## src/spi_cfg_defs.svh

```systemverilog
// register offsets, field positions, reset values and counts of the serial port configuration block
`ifndef SPI_CFG_DEFS_SVH
`define SPI_CFG_DEFS_SVH

// byte offsets on the register bus
`define OFF_CTRL_ONE 32'h0000_0000
`define OFF_CTRL_TWO 32'h0000_0004
`define OFF_RUN 32'h0000_0008
`define OFF_STATUS 32'h0000_000C

// first control register fields
`define C1_EDGE_BIT 8
`define C1_POL_BIT 6
`define C1_MASTER_BIT 5
`define C1_SEC_MSB 4
`define C1_SEC_LSB 2
`define C1_PRI_MSB 1
`define C1_PRI_LSB 0
`define C1_WRITE_MASK 16'h017F
`define CTRL_ONE_RESET 16'h0000

// second control register fields
`define C2_FRM_EN_BIT 15
`define C2_FS_DIR_BIT 14
`define C2_FS_POL_BIT 13
`define C2_FS_EDGE_BIT 1
`define C2_EBUF_BIT 0
`define C2_WRITE_MASK 16'hE003
`define CTRL_TWO_RESET 16'h0000

// run register and status register fields
`define RUN_START_BIT 0
`define ST_BUSY_BIT 0
`define ST_FRAME_BIT 1
`define ST_FRAMED_BIT 2
`define ST_MASTER_BIT 3
`define ST_CNT_MSB 15
`define ST_CNT_LSB 8

// burst length and divider limits
`define BURST_BITS 4'h8
`define SEC_BASE 10'h008
`define MIN_RATIO 10'h002

`endif

```

## src/spi_cfg_pkg.sv

```systemverilog
// types shared by the serial port configuration block
`include "spi_cfg_defs.svh"
package spi_cfg_pkg;

    // burst sequencer states
    typedef enum logic [1:0] {LINK_IDLE, LINK_LEAD, LINK_BITS} link_state_t;

    // all state of the configuration block
    typedef struct packed {
        logic [15:0] ctrlOne;
        logic [15:0] ctrlTwo;
        link_state_t link;
        logic [3:0] bitCnt;
        logic runDiv;
        logic frameSeen;
        logic [7:0] edgeCnt;
        logic [2:0] sckSync;
        logic [2:0] ssSync;
        logic ack;
        logic [31:0] rdata;
        logic sckOut;
        logic sckOe;
        logic ssOut;
        logic ssOe;
    } cfg_state_t;

    // all state of the clock divider
    typedef struct packed {
        logic [9:0] cnt;
        logic phase;
        logic periodEnd;
    } div_state_t;

endpackage : spi_cfg_pkg

```

## src/spi_sck_divider.sv

```systemverilog
// serial clock divider built from the primary and secondary prescale codes
`timescale 1ns/1ps
`include "spi_cfg_defs.svh"
module spi_sck_divider (
    input wire logic mclk,
    input wire logic rst,
    input wire logic run,
    input wire logic [1:0] priSel,
    input wire logic [2:0] secSel,
    output logic phaseActive,
    output logic periodEnd
);
    spi_cfg_pkg::div_state_t s_q; // registered divider state
    spi_cfg_pkg::div_state_t s_d; // next divider state
    logic [9:0] priRatio; // primary ratio 1, 4, 16 or 64
    logic [9:0] ratio; // full division ratio
    logic [9:0] half; // cycles spent in the active phase

    // ratio from the codes: 11 is 1:1 down to 00 at 64:1, 111 is 1:1 down to 000 at 8:1
    always_comb
    begin
        priRatio = 10'h001 << {(2'h3 - priSel), 1'b0};
        ratio = 10'((priRatio * (`SEC_BASE - {7'h00, secSel})) & 10'h3FF);
        // 1:1 overall cannot toggle a pin, clamp to 2:1
        if (ratio < `MIN_RATIO)
        begin
            ratio = `MIN_RATIO;
        end
        half = ratio >> 1;
    end

    // counter parks at the period end so a new run starts with a full period
    always_comb
    begin
        s_d = s_q;
        if (rst)
        begin
            s_d = '0;
        end
        else if (run)
        begin
            // wrap at the end of each serial clock period
            s_d.cnt = (s_q.cnt >= ratio - 10'h001) ? 10'h000 : s_q.cnt + 10'h001;
            s_d.phase = (s_d.cnt < half);
            s_d.periodEnd = (s_d.cnt == ratio - 10'h001);
        end
        else
        begin
            // stopped: no phase, no period events
            s_d.cnt = ratio - 10'h001;
            s_d.phase = 1'b0;
            s_d.periodEnd = 1'b0;
        end
    end

    // state register
    always_ff @(posedge mclk)
    begin
        s_q <= s_d;
    end

    assign phaseActive = s_q.phase;
    assign periodEnd = s_q.periodEnd;
endmodule : spi_sck_divider

```

## src/spi_clock_and_frame_config.sv

```systemverilog
// serial port clock and frame configuration with a classic wishbone register slave
//
// The address map and the Wishbone interface to the registers were decided locally.
`timescale 1ns/1ps
`include "spi_cfg_defs.svh"
// Operation
// - polarity bit sets serial clock idle level
// - secondary code 111 is 1:1, 000 is 8:1
// - primary code 11 is 1:1, 00 is 64:1
// - prescalers act only in master mode
// - clock edge bit ignored while framed
// - second register bit layout, reset zero
// - unused second register bits read zero
// - framed enable turns framed operation on
// - sync direction: input when 1, output when 0
// - sync polarity high when 1, framed only
// - clock equals input clock over prescaler product, clamped to at least 2:1
module spi_clock_and_frame_config (
    input wire logic mclk,
    input wire logic rst,
    // classic wishbone slave
    input wire logic cyc_i,
    input wire logic stb_i,
    input wire logic we_i,
    input wire logic [31:0] adr_i,
    input wire logic [3:0] sel_i,
    input wire logic [31:0] dat_i,
    output logic [31:0] dat_o,
    output logic ack_o,
    // serial clock pin
    input wire logic sckIn,
    output logic sckOut,
    output logic sckOe,
    // slave select pin, used for frame sync
    input wire logic ssIn,
    output logic ssOut,
    output logic ssOe,
    // configuration seen by the data path
    output logic dataEdgeSelect,
    output logic framedMode,
    output logic bufferEnhanced,
    output logic masterMode
);
    spi_cfg_pkg::cfg_state_t s_q; // registered block state
    spi_cfg_pkg::cfg_state_t s_d; // next block state
    logic divPhase; // divider in active half of period
    logic divEnd; // divider at last cycle of period
    // register map: control one, control two, run strobe, status word
    // status: busy, frame seen, framed, master, slave clock edge count

    // divider runs only while a master burst is in flight
    // it parks while idle so the first period of a burst is full length
    spi_sck_divider spi_sck_divider_inst (
        .mclk(mclk),
        .rst(rst),
        .run(s_q.runDiv),
        .priSel(s_q.ctrlOne[`C1_PRI_MSB:`C1_PRI_LSB]),
        .secSel(s_q.ctrlOne[`C1_SEC_MSB:`C1_SEC_LSB]),
        .phaseActive(divPhase),
        .periodEnd(divEnd)
    );

    // merge write data into a 16-bit register through byte lanes and a mask
    // lanes above bit 15 carry nothing, sel_i[3:2] are ignored
    function automatic logic [15:0] lane_write(
        input logic [15:0] old,
        input logic [31:0] data,
        input logic [3:0] sel,
        input logic [15:0] mask
    );
        logic [15:0] laneMask;
        laneMask = {{8{sel[1]}}, {8{sel[0]}}} & mask;
        lane_write = (old & ~laneMask) | (data[15:0] & laneMask);
    endfunction : lane_write

    // combinational next state
    always_comb
    begin
        logic reqValid; // new request not yet answered
        logic wrTake; // write committed on this edge
        logic masterOn; // port is serial clock master
        logic idleLevel; // serial clock idle level
        logic framedOn; // framed operation enabled
        logic frameMaster; // frame sync driven by this port
        logic frameSlave; // frame sync received on the pin
        logic syncLevel; // active level of frame sync
        logic syncCoincide; // sync during first bit
        logic startReq; // software asks for a burst
        logic ssActive; // frame sync pulse asserted
        logic [15:0] status; // status word for reads
        logic [31:0] word; // aligned word address
        reqValid = 1'b0;
        wrTake = 1'b0;
        masterOn = 1'b0;
        idleLevel = 1'b0;
        framedOn = 1'b0;
        frameMaster = 1'b0;
        frameSlave = 1'b0;
        syncLevel = 1'b0;
        syncCoincide = 1'b0;
        startReq = 1'b0;
        ssActive = 1'b0;
        status = 16'h0000;
        word = {adr_i[31:2], 2'b00};

        // default: every field holds unless a branch below moves it
        s_d = s_q;

        // decoded configuration
        // frame master and frame slave exclude each other by construction
        masterOn = s_q.ctrlOne[`C1_MASTER_BIT];
        idleLevel = s_q.ctrlOne[`C1_POL_BIT];
        framedOn = s_q.ctrlTwo[`C2_FRM_EN_BIT];
        frameSlave = framedOn & s_q.ctrlTwo[`C2_FS_DIR_BIT];
        frameMaster = framedOn & ~s_q.ctrlTwo[`C2_FS_DIR_BIT];
        syncLevel = s_q.ctrlTwo[`C2_FS_POL_BIT];
        syncCoincide = s_q.ctrlTwo[`C2_FS_EDGE_BIT];

        // two-stage synchronisers, third stage only for edges
        s_d.sckSync = {s_q.sckSync[1:0], sckIn};
        s_d.ssSync = {s_q.ssSync[1:0], ssIn};

        // bus handshake: ack one cycle after the request, dropped next cycle
        // a request still up while ack stands is not taken again, so a
        // master that drops stb on the edge it sees ack gets only one ack
        // unmapped addresses are answered too, so a master never hangs
        reqValid = cyc_i & stb_i & ~s_q.ack;
        wrTake = cyc_i & stb_i & we_i & s_q.ack;
        s_d.ack = reqValid;

        // status word assembly
        // rebuilt every cycle from live state, nothing cached
        status[`ST_BUSY_BIT] = (s_q.link != spi_cfg_pkg::LINK_IDLE);
        status[`ST_FRAME_BIT] = s_q.frameSeen;
        status[`ST_FRAMED_BIT] = framedOn;
        status[`ST_MASTER_BIT] = masterOn;
        status[`ST_CNT_MSB:`ST_CNT_LSB] = s_q.edgeCnt;

        // read data latched with the request, held through the ack
        // reads have no side effects, so any address may be polled
        if (reqValid & ~we_i)
        begin
            case (word)
                `OFF_CTRL_ONE: s_d.rdata = {16'h0000, s_q.ctrlOne};
                // unused bits stay zero in storage and read as zero
                `OFF_CTRL_TWO: s_d.rdata = {16'h0000, s_q.ctrlTwo & `C2_WRITE_MASK};
                `OFF_RUN: s_d.rdata = 32'h0000_0000;
                `OFF_STATUS: s_d.rdata = {16'h0000, status};
                // unmapped: answered with zero
                default: s_d.rdata = 32'h0000_0000;
            endcase
        end

        // register writes take effect on the acknowledged edge
        if (wrTake)
        begin
            case (word)
                // first control register, writable fields only
                `OFF_CTRL_ONE: s_d.ctrlOne = lane_write(s_q.ctrlOne, dat_i, sel_i, `C1_WRITE_MASK);
                // second control register, bits 12 to 2 ignored
                `OFF_CTRL_TWO: s_d.ctrlTwo = lane_write(s_q.ctrlTwo, dat_i, sel_i, `C2_WRITE_MASK);
                // run register is a write-only strobe, nothing is stored
                // burst start handled below
                `OFF_RUN: startReq = sel_i[0] & dat_i[`RUN_START_BIT];
                // write one clears the frame flag
                `OFF_STATUS:
                begin
                    if (sel_i[0] & dat_i[`ST_FRAME_BIT])
                    begin
                        s_d.frameSeen = 1'b0;
                    end
                end
                // unmapped: write dropped
                default: s_d.frameSeen = s_d.frameSeen;
            endcase
        end

        // frame sync received: leading edge to the active level, framed only
        // only the synchronised copy is read, never the raw pin
        // a flag from an earlier frame stays until software clears it
        if (frameSlave & (s_q.ssSync[1] == syncLevel) & (s_q.ssSync[2] != syncLevel))
        begin
            // a new frame beats a clear in the same cycle
            s_d.frameSeen = 1'b1;
        end

        // slave clock edges counted from the idle to the active level
        // eight-bit count wraps silently, software works with differences
        // counting stops while the port is master
        if (~masterOn & (s_q.sckSync[2] == idleLevel) & (s_q.sckSync[1] != idleLevel))
        begin
            s_d.edgeCnt = s_q.edgeCnt + 8'h01;
        end

        // burst sequencer
        case (s_q.link)
            spi_cfg_pkg::LINK_IDLE:
            begin
                s_d.bitCnt = 4'h0;
                // only a master makes clocks
                // a start from a slave or while busy is dropped without trace
                if (startReq & masterOn)
                begin
                    s_d.runDiv = 1'b1;
                    // preceding sync needs a lead period
                    if (frameMaster & ~syncCoincide)
                    begin
                        s_d.link = spi_cfg_pkg::LINK_LEAD;
                    end
                    else
                    begin
                        s_d.link = spi_cfg_pkg::LINK_BITS;
                    end
                end
            end
            spi_cfg_pkg::LINK_LEAD:
            begin
                // one full clock period of sync before the first bit
                if (divEnd)
                begin
                    s_d.link = spi_cfg_pkg::LINK_BITS;
                end
            end
            spi_cfg_pkg::LINK_BITS:
            begin
                // one bit per divider period
                // config changes act at once, there is no shadow copy
                if (divEnd)
                begin
                    s_d.bitCnt = s_q.bitCnt + 4'h1;
                    if (s_q.bitCnt == `BURST_BITS - 4'h1)
                    begin
                        s_d.link = spi_cfg_pkg::LINK_IDLE;
                        s_d.runDiv = 1'b0;
                    end
                end
            end
            default:
            begin
                s_d.link = spi_cfg_pkg::LINK_IDLE;
                s_d.runDiv = 1'b0;
            end
        endcase

        // leaving master mode stops a burst at once
        // overrides the sequencer so no stray period is left behind
        // sckOe drops the cycle after, through the pin logic below
        if (~masterOn)
        begin
            s_d.link = spi_cfg_pkg::LINK_IDLE;
            s_d.runDiv = 1'b0;
        end

        // serial clock pin: idle level outside bits, inverted in active phase
        // registered, so the pin cannot glitch when the ratio changes
        s_d.sckOe = masterOn;
        if ((s_q.link == spi_cfg_pkg::LINK_BITS) & divPhase)
        begin
            s_d.sckOut = ~idleLevel;
        end
        else
        begin
            s_d.sckOut = idleLevel;
        end

        // frame sync pulse: lead period, or first bit when coinciding
        // the inactive level stands whenever the port owns the pin
        ssActive = frameMaster & ((s_q.link == spi_cfg_pkg::LINK_LEAD) |
            ((s_q.link == spi_cfg_pkg::LINK_BITS) & (s_q.bitCnt == 4'h0) & syncCoincide));
        s_d.ssOe = frameMaster;
        s_d.ssOut = ssActive ? syncLevel : ~syncLevel;

        // synchronous reset to documented values
        // placed last so reset wins over any bus access in the same cycle
        if (rst)
        begin
            s_d = '0;
            s_d.ctrlOne = `CTRL_ONE_RESET;
            s_d.ctrlTwo = `CTRL_TWO_RESET;
            s_d.link = spi_cfg_pkg::LINK_IDLE;
        end
    end

    // state register
    // one register bank, reset folded into the next-state logic
    always_ff @(posedge mclk)
    begin
        s_q <= s_d;
    end

    // bus outputs
    // dat_o keeps the last read word, meaningful only with ack_o
    assign dat_o = s_q.rdata;
    assign ack_o = s_q.ack;

    // pin outputs, all registered
    assign sckOut = s_q.sckOut;
    assign sckOe = s_q.sckOe;
    assign ssOut = s_q.ssOut;
    assign ssOe = s_q.ssOe;

    // edge select forced to zero in framed modes
    // configuration levels come straight from the stored bits
    assign dataEdgeSelect = s_q.ctrlOne[`C1_EDGE_BIT] & ~s_q.ctrlTwo[`C2_FRM_EN_BIT];
    assign framedMode = s_q.ctrlTwo[`C2_FRM_EN_BIT];
    assign bufferEnhanced = s_q.ctrlTwo[`C2_EBUF_BIT];
    assign masterMode = s_q.ctrlOne[`C1_MASTER_BIT];
endmodule : spi_clock_and_frame_config

```

## config.mk

```make
export PLATFORM = sky130hd
export DESIGN_NAME = spi_clock_and_frame_config
export DESIGN_NICKNAME = d
export VERILOG_FILES = /design/src/spi_cfg_pkg.sv /design/src/spi_sck_divider.sv /design/src/spi_clock_and_frame_config.sv
export VERILOG_INCLUDE_DIRS = /design/src /design/src/src
export SDC_FILE = /design/constraint.sdc
export NUM_CORES = 1
export LEC_CHECK = 0
export ABC_AREA = 1
export BUFFER_PORTS_ARGS = -buffer_cell sky130_fd_sc_hd__buf_2
export CORE_AREA = 10 10 100 102
export DETAILED_ROUTE_END_ITERATION = 16
export DIE_AREA = 0 0 110 112
export GPL_TIMING_DRIVEN = 0
export PLACE_DENSITY = 0.95
export SLEW_MARGIN = 20
export SYNTH_ARGS = -nofsm -noshare
export SYNTH_HDL_FRONTEND = slang
export SYNTH_SLANG_ARGS = --single-unit
```

## constraint.sdc

```tcl
create_clock -name mclk -period 10.72 [get_ports mclk]
set_input_delay 1.608 -clock mclk [delete_from_list [all_inputs] [get_ports mclk]]
set_output_delay 1.608 -clock mclk [all_outputs]
set_load 0.01 [all_outputs]
```

==> flow_summary.json, run 1 <==
{
  "muxShareOfSynthArea": 0,
  "final_core_util": 0.663,
  "diodes": 0,
  "critical_path_class": "flip-flop to flip-flop",
  "rsz0062_at_grt": "no",
  "antenna_found_initial": 0,
  "yosys_warnings": 0,
  "fin_nets": 875,
  "start_util": 0.569,
  "routed_wl_um": 12200,
  "switching_share": 0.252,
  "drcViolationCount": 0,
  "clkSinkCount": 67,
  "overflow": 0,
  "clk_pin_slew_worst_paths_ps": 70,
  "fmax_mhz": 150,
  "arrival_ps": 6930,
  "routed_via_density": 5.42,
  "worst_setup_path_start_kind": "flip-flop",
  "crit_slowest_cell": "dfxtp_1",
  "pwr-share-comb": 0.100,
  "num_rows": 33,
  "post_cts_buffers": 0,
  "design.die.area_sq_um": 12300,
  "end_kind": "flip-flop",
  "cts_resized": 0,
  "drv_slew": 0,
  "wire_per_inst_um": 14.1,
  "htreeDepth": 3,
  "final_min_period_over_clock_period": 0.621,
  "vias": 4717,
  "synthToLayoutAreaGrowth_pct": 16.5,
  "final_antenna_net_count": 0,
  "power-per-cell-area_nw_per_um2": 97.4,
  "chipHeight_um": 112,
  "dpl.hpwl_um": 9670,
  "root_buffer": "clkbuf_8",
  "dpl.cell_count": 854,
  "synth_compound_area_frac": 0.138,
  "syn_area_sq_um": 4580,
  "finalCriticalPeriod_ps": 6660,
  "grt_max_degree": 12,
  "setup_viol": 0,
  "seqPwrFrac": 0.493,
  "synthArstFlopShare": 0,
  "clk-insertion-delay-late_ps": 350,
  "yosys.area_share.simple": 0.290,
  "path_max_fanout": 7,
  "synth_top_family_by_area": "simple AND/OR/NAND/NOR gates",
  "fillers": 693,
  "hold_buffers": 0,
  "grt_pass1_vias": 4627,
  "clock_path_buffers": 2,
  "synth_cell_types": 43,
  "final_cells": 870,
  "slew_headroom": 0.528,
  "leakage_nw": 2.68,
  "synth_fa_ha_area_frac": 0.111,
  "synth_xor_area_frac": 0.0265,
  "outcome": "completed",
  "tightest_slew_ps": 705,
  "dr.pass1.iters": 5,
  "grt_pass1_wl_um": 20000,
  "synth_ff_type": "dfxtp_1",
  "internal_power_mw": 0.389,
  "synthCells": 660,
  "clock_power_share": 0.407,
  "routabilityCongestion": 0.919,
  "skew_ps": 11.2,
  "max-vdd-ir-drop_mv": 0.0863,
  "max-cap-violations": 0,
  "io_pins": 116,
  "critPathMostFrequentCell": "ha_1",
  "port_buffers": 73,
  "drtIter0Drc": 419,
  "synth_edf_count": 0,
  "p_switching_mw": 0.131,
  "grtUsageTotal": 0.196,
  "syn_avg_cell_area_sq_um": 6.94,
  "cts_tree": "yes",
  "fp.dieW_um": 110,
  "cp.required_ps": 10990,
  "tns_ps": 0,
  "synth-seq-area-share": 0.293,
  "layout_commonest_cell": "nand2_1",
  "drive_above_1_share": 0.209,
  "slowest_delay_ps": 390,
  "numCtsBuffers": 9,
  "synth-seq-cells": 67,
  "total_power_mw": 0.520,
  "layout_common_cells": "nand2_1 (106), inv_1 (90), nor2_1 (79)",
  "hold_path.class": "flip-flop to flip-flop",
  "hold_viol_final": 0,
  "core-area_sq_um": 8050
}
-- final cells by class --
cell class	count	area (sq um)	area share
buffer	40	274	0.0513
clock buffer	12	145	0.0272
clock inverter	4	48.8	0.00914
inverter	100	375	0.0703
multi-input combinational	469	2660	0.498
sequential	67	1340	0.251
tap	105	131	0.0246
timing repair buffer	73	365	0.0685
-- worst max-delay path: cells and delay by family, from the launching register on --
kind / cells / cell delay (ps)
flip-flops: 1 / 390
adder cells (fa/ha/maj): 9 / 2210
AND/OR/NAND/NOR: 22 / 2620
buffers and inverters: 6 / 510
AO/OA/AOI/OAI: 3 / 520
XOR/XNOR: 1 / 320
-- layer usage --
layer	vias up	global-route usage	wire length (um)
li1	2332	-	-
met1	2117	0.234	4930
met2	238	0.312	5710
met3	30	0.0663	1340
met4	0	0.0790	254
met5	-	0	0
-- worst paths after layout --
kind | slack [ps] | end | depth (start not counted) | start
worst max-delay path | 4060 | spi_sck_divider_inst.phaseActive$_SDFF_PP0_ | 41 | flip-flop
worst min-delay path | 410 | s_q[41]$_SDFF_PP0_ | 2 | s_q[40]$_SDFF_PP0_
worst max register to register | 4060 | spi_sck_divider_inst.phaseActive$_SDFF_PP0_ | 41 | flip-flop
worst min register to register | 410 | s_q[41]$_SDFF_PP0_ | 2 | s_q[40]$_SDFF_PP0_
-- synthesized netlist by cell type, types with 2 or more instances --
cell | number | area share
clkbuf_1 | 7 | 0.0057
nor2_2 | 8 | 0.011
nand3b_1 | 2 | 0.0033
buf_4 | 33 | 0.054
o211ai_1 | 2 | 0.0033
a211oi_1 | 4 | 0.0066
nand3_1 | 34 | 0.037
xor2_1 | 8 | 0.015
dfxtp_1 | 67 | 0.29
o21ai_1 | 3 | 0.0033
nor2_1 | 79 | 0.065
xnor2_1 | 4 | 0.0076
nand2_2 | 9 | 0.012
nand4_1 | 14 | 0.019
nor4_1 | 9 | 0.012
o21ai_0 | 36 | 0.039
o22ai_1 | 12 | 0.016
inv_2 | 8 | 0.0066
clkinv_1 | 2 | 0.0016
nand3_2 | 4 | 0.0087
inv_1 | 90 | 0.074
a21oi_1 | 44 | 0.048
nand2_1 | 106 | 0.087
nor3_1 | 18 | 0.020
ha_1 | 39 | 0.11
-- cells by family (layout without fill, tap and decap cells) --
kind of cell             Yosys count  after routing
buffers and inverters            140            229
other                              1             17
AO/OA/AOI/OAI                    110            110
AND/OR/NAND/NOR                  289            289
adder cells (fa/ha/maj)           40             40
flip-flops                        67             67
XOR/XNOR                          13             13
-- power groups by stage --
stage	Clock [mW]	Combinational [mW]	Sequential [mW]
after global placement	0	0.0492	0.261
after floorplan	0	0.0328	0.261
after CTS	0.211	0.0511	0.256
after detailed placement	0	0.0508	0.262
final	0.212	0.0522	0.256
after global routing	0.222	0.0593	0.256
-- per-stage QoR --
step	area [sq um]	setup WS (ps)	hold slack [ps]
2_1_floorplan	4640	5020	388
3_3_place_gp	5140	4210	391
3_5_place_dp	5140	4130	398
4_1_cts	5330	4100	415
5_1_grt	5340	3420	435
6_report	5340	4060	412
Note: power is estimated with default switching activity, not from simulation.
==> inputs of run 2 (changes only) <==
--- a/config.mk
+++ b/config.mk
@@ -6,13 +6,13 @@
 export SDC_FILE = /design/constraint.sdc
 export NUM_CORES = 1
 export LEC_CHECK = 0
-export ABC_AREA = 1
+export ABC_AREA = 0
 export BUFFER_PORTS_ARGS = -buffer_cell sky130_fd_sc_hd__buf_2
-export CORE_AREA = 10 10 100 102
+export CORE_AREA = 10 10 109 111
 export DETAILED_ROUTE_END_ITERATION = 16
-export DIE_AREA = 0 0 110 112
+export DIE_AREA = 0 0 119 121
 export GPL_TIMING_DRIVEN = 0
-export PLACE_DENSITY = 0.95
+export PLACE_DENSITY = 0.86
 export SLEW_MARGIN = 20
 export SYNTH_ARGS = -nofsm -noshare
 export SYNTH_HDL_FRONTEND = slang
==> constraint.sdc (replaced) <==
create_clock -name mclk -period 5.45 [get_ports mclk]
set_input_delay 0.8175 -clock mclk [delete_from_list [all_inputs] [get_ports mclk]]
set_output_delay 0.8175 -clock mclk [all_outputs]
set_load 0.01 [all_outputs]
==> run 2 against run 1 <==
Against the previous run:
- the run now ends with setup timing left
- clock skew up 4.7 ps
- utilization down 3.2 points
- power up 100%
- combinational power up 99%
- register-to-register slack worse by 4600 ps
- sequential power up 96%
- cell count down 6.0%
- clock power up 110%
- sequential share of layout area down 3.0 points
- worst setup slack worse by 4600 ps
- highest routed layer unchanged
- sequential cell count unchanged
==> flow_summary.json, run 2 <==
{
  "outcome": "finished with violations",
  "violations": "setup timing",
  "htreeDepth": 3,
  "fin_nets": 795,
  "critPathMostFrequentCell": "ha_1",
  "cts_tree": "yes",
  "routed_wl_um": 14300,
  "hold_start": "s_q[37]$_SDFF_PP0_",
  "max-vdd-ir-drop_mv": 0.129,
  "dpl.hpwl_um": 10300,
  "yosys_warnings": 0,
  "finalCriticalPeriod_ps": 6010,
  "layout_commonest_cell": "buf_2",
  "design.die.area_sq_um": 14400,
  "overflow": 0,
  "r2r_cells": 26,
  "routabilityCongestion": 0.898,
  "hold_ws_ps": 445,
  "grt_busiest_layer": "met2",
  "drv_slew": 0,
  "synth-seq-area-share": 0.287,
  "synth_top_area_frac": 0.287,
  "clk_pin_slew_worst_paths_ps": 80,
  "drive_above_1_share": 0.326,
  "clk-insertion-delay-late_ps": 360,
  "final_cells": 818,
  "synth_most_common_cell": "nor2_1",
  "total_power_mw": 1.04,
  "fillers": 768,
  "setup_ws_ps": -560,
  "met3_usage": 0.0489,
  "synthTopCellsByArea": "dfxtp_1 (29%), ha_1 (10%), nor2_1 (6.7%)",
  "whs_path_depth": 1,
  "leakage_nw": 2.64,
  "multi_input_area_sq_um": 3410,
  "io_pins": 116,
  "hold_path_end": "s_q[38]$_SDFF_PP0_",
  "diodes": 0,
  "worst_setup_path_start_kind": "flip-flop",
  "synth_common_cells": "nor2_1 (83), dfxtp_1 (67), ha_1 (39)",
  "port_buffers": 71,
  "cp.required_ps": 5740,
  "antenna_found_initial": 0,
  "fmax_mhz": 166,
  "grt_util_met1": 0.206,
  "routed_via_density": 5.67,
  "drcViolationCount": 0,
  "power-per-cell-area_nw_per_um2": 172,
  "ff_latch_area_sq_um": 1350,
  "setup_viol": 2,
  "grt_pass1_wl_um": 22300,
  "wire_per_inst_um": 17.5,
  "syn_avg_cell_area_sq_um": 8.31,
  "end_kind": "flip-flop",
  "final_min_period_over_clock_period": 1.10,
  "final_antenna_net_count": 0,
  "path_max_fanout": 5,
  "critical_path_class": "flip-flop to flip-flop",
  "grt_max_degree": 15,
  "yosys.area.top_type": "dfxtp_1",
  "tns_ps": -776,
  "synthCells": 562,
  "cp_num_buf_inv": 3,
  "root_buffer": "clkbuf_8",
  "start_util": 0.484,
  "hold_path.class": "flip-flop to flip-flop",
  "dpl.cell_count": 782,
  "place_ws_ps": -933,
  "chipHeight_um": 121,
  "slowest_delay_ps": 430,
  "synth-seq-cells": 67,
  "r2r_slack_ps": -560,
  "syn_area_sq_um": 4670,
  "clkSinkCount": 67,
  "num_rows": 36,
  "crit_family": "simple AND/OR/NAND/NOR gates",
  "numCtsBuffers": 9,
  "grtUsageTotal": 0.185,
  "synthToLayoutAreaGrowth_pct": 30.2,
  "core-area_sq_um": 9640,
  "synth_ff_type": "dfxtp_1",
  "dr.pass1.iters": 5,
  "fp.dieW_um": 119,
  "clock_path_buffers": 2,
  "vias": 4642,
  "arrival_ps": 6300,
  "synth_edf_count": 0,
  "layout_common_cells": "buf_2 (74), nor2_1 (73), dfxtp_1 (64)",
  "slew_headroom": 0.434,
  "crit_slowest_cell": "or3_4",
  "grt_pass1_vias": 4582,
  "reg2reg_to": "spi_sck_divider_inst.phaseActive$_SDFF_PP0_",
  "skew_ps": 15.9,
  "tightest_slew_ps": 842,
  "synth_cell_types": 65,
  "met2_usage": 0.329,
  "max-cap-violations": 0,
  "drtIter0Drc": 336,
  "synthArstFlopShare": 0,
  "hold_buffers": 0,
  "hold_viol_final": 0,
  "rsz0062_at_grt": "yes"
}
==> run 2: cell count changes after synthesis, sizes merged, moves of 15 or more <==
cell   delta
nand2    -85
inv      -73
o21ai    -25
a21oi    -19
mux2i    +17
nand3    -15
==> run 2: where the power goes <==
part | internal, mW | switching (mW) | leakage, nW
Sequential | 0.495 | 0.00715 | 0.546
Combinational | 0.0473 | 0.0570 | 2.00
Clock | 0.219 | 0.217 | 0.102
==> run 2: per-stage QoR <==
step           area (sq um)  utilization
2_1_floorplan          4860            -
3_3_place_gp           5390        0.559
3_5_place_dp           5390        0.559
4_1_cts                5820        0.604
5_1_grt                6080        0.631
6_report               6080        0.631
==> run 2: final cells by class <==
class / instances / share of cell area
well taps: 133 / 0.0274
inverters: 25 / 0.0175
clock inverters: 7 / 0.0138
plain buffers: 52 / 0.0537
flip-flops and latches: 67 / 0.222
multi-input cells: 433 / 0.561
clock buffers: 9 / 0.0204
repair buffers: 92 / 0.0844
==> run 2: worst max-delay path by stage <==
stage,to,slack (ps),cells after the start
final,spi_sck_divider_inst.phaseActive$_SDFF_PP0_,-560,26
after global routing,spi_sck_divider_inst.phaseActive$_SDFF_PP0_,-760,27
after CTS,spi_sck_divider_inst.phaseActive$_SDFF_PP0_,-640,29
after detailed placement,spi_sck_divider_inst.phaseActive$_SDFF_PP0_,-930,30
after global placement,spi_sck_divider_inst.phaseActive$_SDFF_PP0_,-870,27
after floorplan,spi_sck_divider_inst.phaseActive$_SDFF_PP0_,-280,28
==> run 2: repair_timing <==
item | in CTS | in global routing
setup buffers | 13 | 8
pin swaps | 21 | 22
endpoints found under the setup margin | 5 | 9
gates resized for setup | 26 | 39
==> run 2: kinds of logic after synthesis <==
logic type | count (synthesis) | synth area share
and+or+nand+nor | 227 | 0.248
buffers and inverters | 78 | 0.0922
AOI/OAI and AO/OA | 99 | 0.157
adders and majority gates | 40 | 0.109
xor gates and xnor gates | 33 | 0.0700
muxes | 17 | 0.0365
other | 1 | 0.000803
DFF | 67 | 0.287
==> run 2: worst register-to-register path, cell delays in order, from the launching register on <==
cell       delay, ps
dfxtp_4          370
or3_4            430
buf_4            170
nor2_2           150
ha_1             190
ha_1             240
ha_1             370
inv_1            180
o211ai_1         220
a2111oi_4        390
nand4_1          290
nand2b_4         180
ha_4             170
nor3b_4          220
xnor2_2          120
ha_1             350
buf_4            140
a41o_1           210
nand3_4          130
nand2_4           80
nor2_2           180
ha_1             270
a21o_1           200
a21oi_2          160
nor2_2            50
a2111oi_2        270
o311a_1          210
==> run 2: layer usage <==
metal  vias up  wire, um
li1       2184         -
met1      2177      5740
met2       237      7020
met3        44      1090
met4         0       428
met5         -         0
